## src/common/vdf_params.svh

```systemverilog
// constants for the voice/data frame timing block
`ifndef VDF_PARAMS_SVH
`define VDF_PARAMS_SVH

// ----------------------------------------------------------------
// clock rates
// ----------------------------------------------------------------
`define VDF_CORE_HZ 100000000
`define VDF_XTAL_HZ 4096000
`define VDF_TRANSPORT_HZ 2048000
`define VDF_DATA_CLK_HZ 128000
`define VDF_FRAME_HZ 8000

// ----------------------------------------------------------------
// frame counter layout
// ----------------------------------------------------------------
`define VDF_CNT_W 8
`define VDF_CNT_ZERO 8'h00
`define VDF_CNT_ONE 8'h01
`define VDF_MASTER_LAST 8'hff
`define VDF_SLAVE_LAST 8'h0f
`define VDF_WINDOW_LEN 8'h08

// ----------------------------------------------------------------
// data clock divider: toggle after 16 crystal edges
// ----------------------------------------------------------------
`define VDF_DIV_W 4
`define VDF_DIV_ZERO 4'h0
`define VDF_DIV_LAST 4'hf

// ----------------------------------------------------------------
// voice word and ringer cadence
// ----------------------------------------------------------------
`define VDF_WORD_W 8
`define VDF_WORD_MSB 7
`define VDF_BIT_IDX_W 3
`define VDF_BIT_IDX_ZERO 3'h0
`define VDF_BIT_IDX_LAST 3'h7
`define VDF_FIFO_DEPTH 8
`define VDF_RING_W 8
`define VDF_RING_ZERO 8'h00
`define VDF_RING_HALF_FRAMES 8'h40

`endif

```

## src/common/vdf_pkg.sv

```systemverilog
// types shared by the voice/data frame timing block
package vdf_pkg;

  // which end of the loop this timing logic serves
  typedef enum logic {
    VDF_MASTER,
    VDF_SLAVE
  } vdf_role_type;

endpackage

```

## src/verilog/vdf_fifo.sv

```systemverilog
// word fifo with valid/ready on both sides
`timescale 1ns/1ns
`default_nettype none
module vdf_fifo #(
  parameter int WIDTH = 8,
  parameter int DEPTH = 8
) (
  input wire logic clk,
  input wire logic rst_n,
  input wire logic [WIDTH-1:0] in_data,
  input wire logic in_valid,
  output logic in_ready,
  output logic [WIDTH-1:0] out_data,
  output logic out_valid,
  input wire logic out_ready
);
  import vdf_pkg::*;

  // ----------------------------------------------------------------
  // storage and pointers
  // ----------------------------------------------------------------
  localparam int AW = (DEPTH > 1) ? $clog2(DEPTH) : 1;
  localparam int CW = $clog2(DEPTH + 1);
  localparam logic [AW-1:0] PTR_LAST = AW'(DEPTH - 1);
  localparam logic [CW-1:0] CNT_FULL = CW'(DEPTH);

  logic [WIDTH-1:0] mem [DEPTH];  // word storage
  logic [AW-1:0] wr_ptr_ff;       // next slot to write
  logic [AW-1:0] rd_ptr_ff;       // head slot
  logic [CW-1:0] count_ff;        // words held
  logic [CW-1:0] nxt_count;       // words held next cycle
  logic in_ready_ff;              // registered not-full
  logic out_valid_ff;             // registered not-empty
  logic push;                     // word accepted
  logic pop;                      // word drained

  assign push = in_valid && in_ready_ff;
  assign pop = out_valid_ff && out_ready;
  assign in_ready = in_ready_ff;
  assign out_valid = out_valid_ff;
  assign out_data = mem[rd_ptr_ff];

  // next fill level
  always_comb begin
    nxt_count = count_ff;
    if (push && !pop) begin
      nxt_count = count_ff + CW'(1);
    end else if (pop && !push) begin
      nxt_count = count_ff - CW'(1);
    end
  end

  // write side: storage is not reset
  always_ff @(posedge clk) begin
    if (push) begin
      mem[wr_ptr_ff] <= in_data;
    end
  end

  // pointers, level and the two handshake flags
  always_ff @(posedge clk or negedge rst_n) begin
    if (!rst_n) begin
      wr_ptr_ff <= '0;
      rd_ptr_ff <= '0;
      count_ff <= '0;
      in_ready_ff <= 1'b0;
      out_valid_ff <= 1'b0;
    end else begin
      if (push) begin
        wr_ptr_ff <= (wr_ptr_ff == PTR_LAST) ? '0 : wr_ptr_ff + AW'(1);
      end
      if (pop) begin
        rd_ptr_ff <= (rd_ptr_ff == PTR_LAST) ? '0 : rd_ptr_ff + AW'(1);
      end
      count_ff <= nxt_count;
      in_ready_ff <= (nxt_count != CNT_FULL);
      out_valid_ff <= (nxt_count != '0);
    end
  end

endmodule
`default_nettype wire

```

## src/verilog/vdf_frame_timing.sv

```systemverilog
// frame timing, voice serialiser and loose bit transfer for a voice/data loop modem
// How it works
// - buffer crystal clock, halve it for transport
// - counter chain makes one sync per frame
// - frame sync enables voice and data exchange
// - one 8-bit voice word each way per frame
// - sync high for exactly eight periods of the active bit clock (transport in master, data clock in slave)
// - launch on rise, capture on fall, inside sync
// - loose bits move on sync rise and fall
// - converter data output disable gives high impedance
// - transceiver data output select gives high impedance
// - slave role derives all clocks from crystal
// - slave transmit sync acts as master sync
// - slave receive sync is inverse of transmit
// - slave data clock moves voice bits
// - ringing toggles buzzer at cadence rate in slave role
// - frame carries voice, signalling and data bits
`include "vdf_params.svh"
`timescale 1ns/1ns
`default_nettype none
module vdf_frame_timing (
  input wire logic CORE_CLK,
  input wire logic RESETN,
  input wire vdf_pkg::vdf_role_type ROLE,
  input wire logic XTAL_IN,
  input wire logic RING_ACTIVE,
  input wire logic CONV_OUT_DISABLE,
  input wire logic DATA_OUT_SELECT,
  input wire logic VOICE_IN,
  input wire logic DATA_BIT_IN,
  input wire logic SIG_BIT_IN,
  input wire logic [7:0] TX_WORD,
  input wire logic TX_VALID,
  output logic TX_READY,
  input wire logic TX_DATA_BIT,
  input wire logic TX_SIG_BIT,
  output logic XTAL_BUF,
  output logic TRANSPORT_CLK,
  output logic MASTER_FRAME_SYNC,
  output logic SLAVE_TRANSMIT_SYNC,
  output logic SLAVE_RECEIVE_SYNC,
  output logic DATA_CLK,
  output logic CLOCK_MODE_SELECT,
  output logic VOICE_OUT,
  output logic DATA_BIT_OUT,
  output logic DATA_BIT_OE,
  output logic SIG_BIT_OUT,
  output logic CONV_DATA_OUT,
  output logic CONV_DATA_OE,
  output logic [7:0] RX_WORD,
  output logic RX_VALID,
  output logic RX_DATA_BIT,
  output logic RX_SIG_BIT,
  output logic BUZZER,
  output logic UNDERRUN
);
  import vdf_pkg::*;

  // ----------------------------------------------------------------
  // reset release
  // ----------------------------------------------------------------
  logic rst_meta_ff;  // first reset stage
  logic rst_n;        // released reset used everywhere

  // reset enters asynchronously, leaves through two flops
  always_ff @(posedge CORE_CLK or negedge RESETN) begin
    if (!RESETN) begin
      rst_meta_ff <= 1'b0;
      rst_n <= 1'b0;
    end else begin
      rst_meta_ff <= 1'b1;
      rst_n <= rst_meta_ff;
    end
  end

  // ----------------------------------------------------------------
  // pin synchronisers
  // ----------------------------------------------------------------
  localparam int NPIN = 8;
  logic [NPIN-1:0] pin_raw;      // raw pin levels
  logic [NPIN-1:0] pin_meta_ff;  // first stage, read only by second
  logic [NPIN-1:0] pin_ff;       // safe copies
  logic xtal_last_ff;            // previous crystal level for edge detect

  assign pin_raw = {ROLE, XTAL_IN, RING_ACTIVE, CONV_OUT_DISABLE, DATA_OUT_SELECT, VOICE_IN, DATA_BIT_IN, SIG_BIT_IN};

  // two flops per pin, one pin per generate step
  for (genvar g = 0; g < NPIN; g++) begin : g_pin
    always_ff @(posedge CORE_CLK or negedge rst_n) begin
      if (!rst_n) begin
        pin_meta_ff[g] <= 1'b0;
        pin_ff[g] <= 1'b0;
      end else begin
        pin_meta_ff[g] <= pin_raw[g];
        pin_ff[g] <= pin_meta_ff[g];
      end
    end
  end

  logic role_slave;  // slave role selected
  logic xtal_s;      // crystal level
  logic ring_s;      // exchange ringing
  logic conv_dis_s;  // converter output disable
  logic data_sel_s;  // transceiver data output select
  logic voice_in_s;  // serial voice from codec
  logic data_in_s;   // data bit from transceiver
  logic sig_in_s;    // signalling bit in

  assign role_slave = (pin_ff[7] == VDF_SLAVE);
  assign xtal_s = pin_ff[6];
  assign ring_s = pin_ff[5];
  assign conv_dis_s = pin_ff[4];
  assign data_sel_s = pin_ff[3];
  assign voice_in_s = pin_ff[2];
  assign data_in_s = pin_ff[1];
  assign sig_in_s = pin_ff[0];

  // ----------------------------------------------------------------
  // crystal buffer, transport halver, data clock divider
  // ----------------------------------------------------------------
  logic xtal_rise;                   // crystal rising edge seen
  logic tclk_ff;                     // halved crystal clock
  logic [`VDF_DIV_W-1:0] div_ff;     // crystal edges for data clock
  logic dclk_ff;                     // slave data clock
  logic bit_rise;                    // launch edge of active bit clock
  logic bit_fall;                    // capture edge of active bit clock

  assign xtal_rise = xtal_s && !xtal_last_ff;
  assign bit_rise = xtal_rise && (role_slave ? (!dclk_ff && div_ff == `VDF_DIV_LAST) : !tclk_ff);
  assign bit_fall = xtal_rise && (role_slave ? (dclk_ff && div_ff == `VDF_DIV_LAST) : tclk_ff);

  // buffered crystal and divide by two
  always_ff @(posedge CORE_CLK or negedge rst_n) begin
    if (!rst_n) begin
      xtal_last_ff <= 1'b0;
      tclk_ff <= 1'b0;
    end else begin
      xtal_last_ff <= xtal_s;
      if (xtal_rise) begin
        tclk_ff <= !tclk_ff;
      end
    end
  end

  // slave data clock: crystal divided by 32
  always_ff @(posedge CORE_CLK or negedge rst_n) begin
    if (!rst_n) begin
      div_ff <= `VDF_DIV_ZERO;
      dclk_ff <= 1'b0;
    end else if (xtal_rise) begin
      div_ff <= div_ff + `VDF_DIV_W'(1);
      if (div_ff == `VDF_DIV_LAST) begin
        dclk_ff <= !dclk_ff;
      end
    end
  end

  // ----------------------------------------------------------------
  // frame counter and syncs
  // ----------------------------------------------------------------
  logic [`VDF_CNT_W-1:0] cnt_ff;    // bit clocks into the frame
  logic [`VDF_CNT_W-1:0] nxt_cnt;   // count after this bit clock
  logic win_ff;                     // transmit window, the frame sync
  logic nxt_win;                    // window after this bit clock
  logic sync_rise;                  // frame sync goes high now
  logic sync_fall;                  // frame sync goes low now

  // window decode shared by the counter and the assertions
  function automatic logic in_window(input logic [`VDF_CNT_W-1:0] c);
    in_window = (c < `VDF_WINDOW_LEN);
  endfunction

  always_comb begin
    nxt_cnt = cnt_ff + `VDF_CNT_ONE;
    if (cnt_ff == (role_slave ? `VDF_SLAVE_LAST : `VDF_MASTER_LAST)) begin
      nxt_cnt = `VDF_CNT_ZERO;
    end
  end

  assign nxt_win = in_window(nxt_cnt);
  assign sync_rise = bit_rise && nxt_win && !win_ff;
  assign sync_fall = bit_rise && !nxt_win && win_ff;

  // counter chain clocked by the active bit clock
  always_ff @(posedge CORE_CLK or negedge rst_n) begin
    if (!rst_n) begin
      cnt_ff <= `VDF_MASTER_LAST;
      win_ff <= 1'b0;
    end else if (bit_rise) begin
      cnt_ff <= nxt_cnt;
      win_ff <= nxt_win;
    end
  end

  // clock and sync pins, each straight from a flop
  always_ff @(posedge CORE_CLK or negedge rst_n) begin
    if (!rst_n) begin
      XTAL_BUF <= 1'b0;
      TRANSPORT_CLK <= 1'b0;
      DATA_CLK <= 1'b0;
      MASTER_FRAME_SYNC <= 1'b0;
      SLAVE_TRANSMIT_SYNC <= 1'b0;
      SLAVE_RECEIVE_SYNC <= 1'b0;
      CLOCK_MODE_SELECT <= 1'b0;
    end else begin
      XTAL_BUF <= xtal_s;
      TRANSPORT_CLK <= tclk_ff;
      DATA_CLK <= dclk_ff;
      MASTER_FRAME_SYNC <= !role_slave && win_ff;
      SLAVE_TRANSMIT_SYNC <= role_slave && win_ff;
      SLAVE_RECEIVE_SYNC <= role_slave && !win_ff;
      CLOCK_MODE_SELECT <= 1'b0;
    end
  end

  // ----------------------------------------------------------------
  // outgoing voice: fifo then serialiser
  // ----------------------------------------------------------------
  logic [`VDF_WORD_W-1:0] head_word;  // word at the fifo head
  logic head_valid;                   // fifo holds a word
  logic take_word;                    // pop at window start
  logic [`VDF_WORD_W-1:0] tx_sh_ff;   // outgoing shift register

  assign take_word = sync_rise && head_valid;

  vdf_fifo #(
    .WIDTH(`VDF_WORD_W),
    .DEPTH(`VDF_FIFO_DEPTH)
  ) u_tx_fifo (
    .clk(CORE_CLK),
    .rst_n(rst_n),
    .in_data(TX_WORD),
    .in_valid(TX_VALID),
    .in_ready(TX_READY),
    .out_data(head_word),
    .out_valid(head_valid),
    .out_ready(take_word)
  );

  // launch one bit per rising bit clock inside the window
  always_ff @(posedge CORE_CLK or negedge rst_n) begin
    if (!rst_n) begin
      tx_sh_ff <= '0;
      VOICE_OUT <= 1'b0;
      UNDERRUN <= 1'b0;
    end else if (bit_rise) begin
      UNDERRUN <= sync_rise && !head_valid;  // idle word sent
      if (sync_rise) begin
        tx_sh_ff <= head_valid ? {head_word[`VDF_WORD_MSB-1:0], 1'b0} : '0;
        VOICE_OUT <= head_valid && head_word[`VDF_WORD_MSB];
      end else if (nxt_win) begin
        tx_sh_ff <= {tx_sh_ff[`VDF_WORD_MSB-1:0], 1'b0};
        VOICE_OUT <= tx_sh_ff[`VDF_WORD_MSB];
      end else begin
        VOICE_OUT <= 1'b0;
      end
    end
  end

  // ----------------------------------------------------------------
  // incoming voice: capture on falling bit clock
  // ----------------------------------------------------------------
  logic cap_win;                            // capture enable sync
  logic [`VDF_WORD_W-1:0] rx_sh_ff;         // incoming shift register
  logic [`VDF_BIT_IDX_W-1:0] rx_idx_ff;     // bits captured so far

  // master shares one sync, slave captures under the receive sync
  assign cap_win = role_slave ? !win_ff : win_ff;

  always_ff @(posedge CORE_CLK or negedge rst_n) begin
    if (!rst_n) begin
      rx_sh_ff <= '0;
      rx_idx_ff <= `VDF_BIT_IDX_ZERO;
      RX_WORD <= '0;
      RX_VALID <= 1'b0;
    end else begin
      RX_VALID <= 1'b0;
      if (bit_fall && cap_win) begin
        rx_sh_ff <= {rx_sh_ff[`VDF_WORD_MSB-1:0], voice_in_s};
        rx_idx_ff <= rx_idx_ff + `VDF_BIT_IDX_W'(1);
        if (rx_idx_ff == `VDF_BIT_IDX_LAST) begin
          RX_WORD <= {rx_sh_ff[`VDF_WORD_MSB-1:0], voice_in_s};
          RX_VALID <= 1'b1;
        end
      end else if (!cap_win) begin
        rx_idx_ff <= `VDF_BIT_IDX_ZERO;  // realign each frame
      end
    end
  end

  // ----------------------------------------------------------------
  // data and signalling bits
  // ----------------------------------------------------------------
  // transceiver side moves on the sync rising edge
  always_ff @(posedge CORE_CLK or negedge rst_n) begin
    if (!rst_n) begin
      DATA_BIT_OUT <= 1'b0;
      SIG_BIT_OUT <= 1'b0;
      RX_DATA_BIT <= 1'b0;
      RX_SIG_BIT <= 1'b0;
    end else if (sync_rise) begin
      DATA_BIT_OUT <= TX_DATA_BIT;
      SIG_BIT_OUT <= TX_SIG_BIT;
      RX_DATA_BIT <= data_in_s;
      RX_SIG_BIT <= sig_in_s;
    end
  end

  // converter side moves on the sync falling edge
  always_ff @(posedge CORE_CLK or negedge rst_n) begin
    if (!rst_n) begin
      CONV_DATA_OUT <= 1'b0;
    end else if (sync_fall) begin
      CONV_DATA_OUT <= RX_DATA_BIT;
    end
  end

  // output enables: high while driving
  always_ff @(posedge CORE_CLK or negedge rst_n) begin
    if (!rst_n) begin
      DATA_BIT_OE <= 1'b0;
      CONV_DATA_OE <= 1'b0;
    end else begin
      DATA_BIT_OE <= !data_sel_s;
      CONV_DATA_OE <= !conv_dis_s;
    end
  end

  // ----------------------------------------------------------------
  // ringer cadence
  // ----------------------------------------------------------------
  logic [`VDF_RING_W-1:0] ring_cnt_ff;  // frames in this half cycle

  // buzzer toggles every cadence half period while ringing in slave role
  always_ff @(posedge CORE_CLK or negedge rst_n) begin
    if (!rst_n) begin
      ring_cnt_ff <= `VDF_RING_ZERO;
      BUZZER <= 1'b0;
    end else if (!(ring_s && role_slave)) begin
      ring_cnt_ff <= `VDF_RING_ZERO;
      BUZZER <= 1'b0;
    end else if (sync_rise) begin
      if (ring_cnt_ff == `VDF_RING_HALF_FRAMES - `VDF_RING_W'(1)) begin
        ring_cnt_ff <= `VDF_RING_ZERO;
        BUZZER <= !BUZZER;
      end else begin
        ring_cnt_ff <= ring_cnt_ff + `VDF_RING_W'(1);
      end
    end
  end

  logic [`VDF_CNT_W-1:0] hi_len_ff;  // launch edges seen while the sync is high

  // helper: measures the high phase apart from the frame counter
  always_ff @(posedge CORE_CLK or negedge rst_n) begin
    if (!rst_n) begin
      hi_len_ff <= `VDF_CNT_ZERO;
    end else if (!win_ff) begin
      hi_len_ff <= `VDF_CNT_ZERO;  // opening edge is not counted
    end else if (bit_rise) begin
      hi_len_ff <= hi_len_ff + `VDF_CNT_ONE;
    end
  end
endmodule
`default_nettype wire

```

## config.mk

```make
export PLATFORM = sky130hd
export DESIGN_NAME = vdf_frame_timing
export DESIGN_NICKNAME = d
export VERILOG_FILES = /design/src/common/vdf_pkg.sv /design/src/verilog/vdf_fifo.sv /design/src/verilog/vdf_frame_timing.sv
export VERILOG_INCLUDE_DIRS = /design/src /design/src/common
export SDC_FILE = /design/constraint.sdc
export NUM_CORES = 1
export LEC_CHECK = 0
export ABC_AREA = 1
export ABC_CLOCK_PERIOD_IN_PS = 3700
export BUFFER_PORTS_ARGS = -buffer_cell sky130_fd_sc_hd__buf_2
export CAP_MARGIN = 40
export CORE_MARGIN = 4
export CORE_UTILIZATION = 43
export DETAILED_ROUTE_END_ITERATION = 6
export PLACE_DENSITY = 0.65
export SYNTH_ARGS = -nofsm -noshare
export SYNTH_HDL_FRONTEND = slang
export SYNTH_SLANG_ARGS = --single-unit
export TNS_END_PERCENT = 20
```

## constraint.sdc

```tcl
create_clock -name CORE_CLK -period 3.7 [get_ports CORE_CLK]
set_input_delay 0.555 -clock CORE_CLK [delete_from_list [all_inputs] [get_ports CORE_CLK]]
set_output_delay 0.555 -clock CORE_CLK [all_outputs]
set_load 0.005 [all_outputs]
```

==> summary.md <==
The via count of the first global-routing pass was 4172; the wire length per cell was 15.4 um. The vias after detailed routing is 4287, and the buffering stage count on the worst path with inverters included is 0. The core region area was 0.0147 mm^2; the arithmetic-cell share of the synthesized area counting full adders, half adders and majority gates was 2.68%. Timing would allow up to 0.415 GHz.

The number of flops mapped to enable cells by yosys is 64, and the number of primary I/O pins is 48. The number of synthesized register bits was 159; the total length of routed wires was 12.9 mm. The die is 131 um wide. Post-synthesis average cell area: 11.2 um^2. For the number of nets still failing antenna checks after routing, the log shows 0.

Buffers inserted during clock tree synthesis total 17. The clock sink total came out at 159. Of the total synthesized cell area, the portion taken by XOR and XNOR cells is 1.61%. After synthesis, the largest family of logic cells by area is simple AND/OR/NAND/NOR gates. In this run the register-to-register setup slack is 1290 ps.

The tools report the initial antenna violation count as 0. The synthesized netlist devotes 15.5% of its cell area to simple gates. Cell internal power was estimated by the tool at 3.56 mW. The floorplan step set the die height to 131 um. Detailed placement ended at an HPWL of 8.67 mm. The arrival time reported for the critical path endpoint is 2710 ps. STA classifies the critical path endpoint as a register. The tools report the reg-to-reg endpoint as u_tx_fifo.out_valid.

The final-stage net count is 675. Row generation in the floorplan step produced 44 rows. The main flop type after synthesis was dfrtp_1. After global routing the overflow that remains totals 0. The count of port buffers added during placement is 46, and the post-CTS setup repair buffer count is 0.

Entering global routing, the biggest net connects 66 pins. The tools report the final-report setup violation count as 0. The clock slew seen by the registers of the worst setup and hold paths came out at 60 ps. For the combinational fraction of design power, the log shows 22.6%.

The congestion estimate from routability-driven global placement came to 0.762. TritonCTS built the clock tree. Along the worst path, the maximum fanout reaches 10. The completed layout was analyzed and its total power is 5.25 mW.

The post-synthesis async set-or-reset flop share came out at 59.7%. The worst hold path stage count was 1. The tools report the startpoint class of the critical path as a register. The critical-path cell with the highest stage delay is dfstp_2. The tools report the relative max-transition margin as 43.5%. By area the synthesized netlist is led by dfrtp_1 33%, edfxtp_1 29%, nand2_1 4.9%, o21ai_0 4.7%, nor2_1 3.8%. Setup repair after global routing left no endpoint under its margin.

The smallest clock period supported by the final layout is computed as 2410 ps. After detailed routing, the number of remaining DRC violations is 0. Net switching is 32.2% of the power. For the total of max-cap violations, the log shows 0. The critical path in this run is classified as register to register. Cell repeated most along the worst path: nand2_2.

On the worst path, the slowest cell contributes a delay of 560 ps. The first routing iteration left 404 violations. dfrtp_1 is the most common cell in the netlist.

The logs give 0.0172 mm^2 for the area enclosed by the die boundary and 6.13 ps for the final worst clock skew. The worst hold path belongs to the class input pin to register. The via-per-instance ratio came out at 5.12.

The clock passes through at most 2 buffers. For this configuration, the core starts out at a cell density of 44.5%. The buffer type at the clock tree root was clkbuf_16.

The fraction of the cycle the final worst path needs is 65.2%, and the quantity of gates resized following cts is 0. The number of optimization iterations in the first detailed-route pass came out at 5. The post-route netlist has 18.7% of its cells at a drive strength greater than 1.

The run finished with clean final reports. The number of antenna diodes in the final layout is 0. Data on the critical path is required at its endpoint by 4000 ps.

The clock network accounts for 30.5% of the total power. Counting distinct cell types in the post-synthesis netlist gives 44. The first global-routing pass estimated 21.4 mm of wire.

The tools report the instance count of the mapped netlist as 582. The run gives 0.000406 V as the worst ir drop on vdd. Walking the worst path, the cells encountered are ha_1 > nand3_2 > nor2_1 > xor2_1 > nand2_2 > nor2_8 > nand3_4 > nor2_8 > nand2_2 > nand3_2 > nand2_2 > nor2_2 > nand3_1. The tools report the level count of the clock H-tree as 4. The worst register-to-register path has a depth of 13. The kind of cell with the highest combined delay along the critical path is simple AND/OR/NAND/NOR gates. By count the netlist is led by 87 x dfrtp_1, 85 x nand2_1, 66 x nor2_1. For this run, the register share of the synthesized area comes to 65.9%. The tools report the hold-fix buffer count after cts as 1.

Dividing total power by cell area gives a power density of 696 mW/mm^2. Number of failing hold endpoints at the final stage: 0. The later pin in the worst-skew pair is clocked with a latency of 420 ps. The startpoint identified for the worst hold timing path is ROLE.

Summed over all cells, the static leakage comes to 3.18 nW. Of the post-synthesis cell area, the dominant cell type holds 33.3%. In this run, flip-flops and latches consume 46.8% of the power. For the max-slew violation total from the final report, the log shows 0. The area fraction in compound gates after synthesis was 9.91%.

The tools report the worst flop-to-flop path startpoint as cnt_ff[0]. Slew at the pin closest to its max-slew limit: 844 ps. Yosys printed 0 warnings. For the total global routing track utilization, the log shows 15.7%.

For this design the total switching power over the nets is 1.69 mW. For hold timing, the worst endpoint is pin_meta_ff[7]. After synthesis, the share of cell area in mux cells is 0%.

The cell type with the highest aggregate area in the netlist was dfrtp_1. Summed over all failing endpoints, the final setup total negative slack is 0 ps. The logs give 617 for the post-synth net total and 0.00654 mm^2 for the area of the mapped netlist. Relative to the synthesized area, the layout overhead comes to 15.3%.
## worst max-delay path by stage
stage                          endpoint  cells after the start  slack, ps      start
floorplan                        BUZZER                      0        870      rst_n
global placement     u_tx_fifo.in_ready                     13       1380  cnt_ff[0]
CTS                      ring_cnt_ff[5]                     11       1270  cnt_ff[0]
detailed placement   u_tx_fifo.in_ready                     13       1300  cnt_ff[0]
global route                tx_sh_ff[7]                     12       1050  cnt_ff[0]
finish              u_tx_fifo.out_valid                     13       1290  cnt_ff[0]
## kinds of logic (layout without fill, tap and decap cells)
family | count (synthesis) | in the layout
AND/OR/NAND/NOR | 217 | 217
flip-flops | 159 | 159
AO/OA/AOI/OAI | 109 | 109
buffers and inverters | 69 | 140
adder cells (fa/ha/maj) | 14 | 14
XOR/XNOR | 12 | 12
other | 2 | 2
## metrics by stage
step,hold WS [ps],cell area [um^2],std cells,setup slack [ps],utilization (%)
floorplan,259,6540,582,872,-
global placement,331,6940,798,1380,47.2
detailed placement,335,6990,804,1300,47.5
CTS,222,7540,837,1270,51.3
global route,218,7540,837,1050,51.3
finish,235,7540,837,1290,51.3
## cell usage in the layout, fill, tap and decap left out, drive strengths merged
cell / n
o21a: 1
nor3: 8
buf: 55
edfxtp: 64
dfrtp: 87
nand4: 11
clkbuf: 21
ha: 14
o21ai: 66
a22o: 2
o21bai: 1
a31oi: 4
bufinv: 1
a21oi: 17
dlygate4sd3: 1
a32o: 1
dfstp: 8
clkinv: 9
nand3: 23
o221ai: 16
nand3b: 2
xor2: 8
conb: 2
nor2: 73
and3: 2
or2: 2
inv: 49
xnor2: 4
clkinvlp: 4
o22ai: 1
nand2: 96
## power by group through the flow
| stage | registers [mW] | logic, mW | clock network [mW] |
|---|---|---|---|
| after floorplan | 2.41 | 0.854 | 0 |
| after global placement | 2.48 | 1.13 | 0 |
| after detailed placement | 2.49 | 1.19 | 0 |
| after CTS | 2.46 | 1.20 | 1.63 |
| after global routing | 2.50 | 1.34 | 1.73 |
| final | 2.46 | 1.19 | 1.60 |
## flip-flops by register name, indices dropped and copies added (netlist names), 3 cells and up
register	count
u_tx_fifo.mem	64
RX_WORD	8
cnt_ff	8
pin_meta_ff	8
ring_cnt_ff	8
rx_sh_ff	7
tx_sh_ff	7
div_ff	4
u_tx_fifo.count_ff	4
rx_idx_ff	3
u_tx_fifo.rd_ptr_ff	3
u_tx_fifo.wr_ptr_ff	3
## final cells by class
| cell class | instances | area (um^2) |
|---|---|---|
| clock buffers | 21 | 450 |
| flip-flops and latches | 159 | 4310 |
| well taps | 184 | 230 |
| clock inverters | 11 | 93.8 |
| fillers | 1254 | 7160 |
| inverters | 52 | 195 |
| repair buffers | 56 | 308 |
| multi-input cells | 354 | 1950 |
## routing by layer
layer | vias to the layer above | GRT usage (%) | wire, um
met1 | 2059 | 20.9 | 5960
met2 | 109 | 24.8 | 6010
met4 | 0 | 5.02 | 184
li1 | 2102 | - | -
met3 | 17 | 4.74 | 710
met5 | - | 0 | 0
Note: power is estimated with default switching activity, not from simulation.
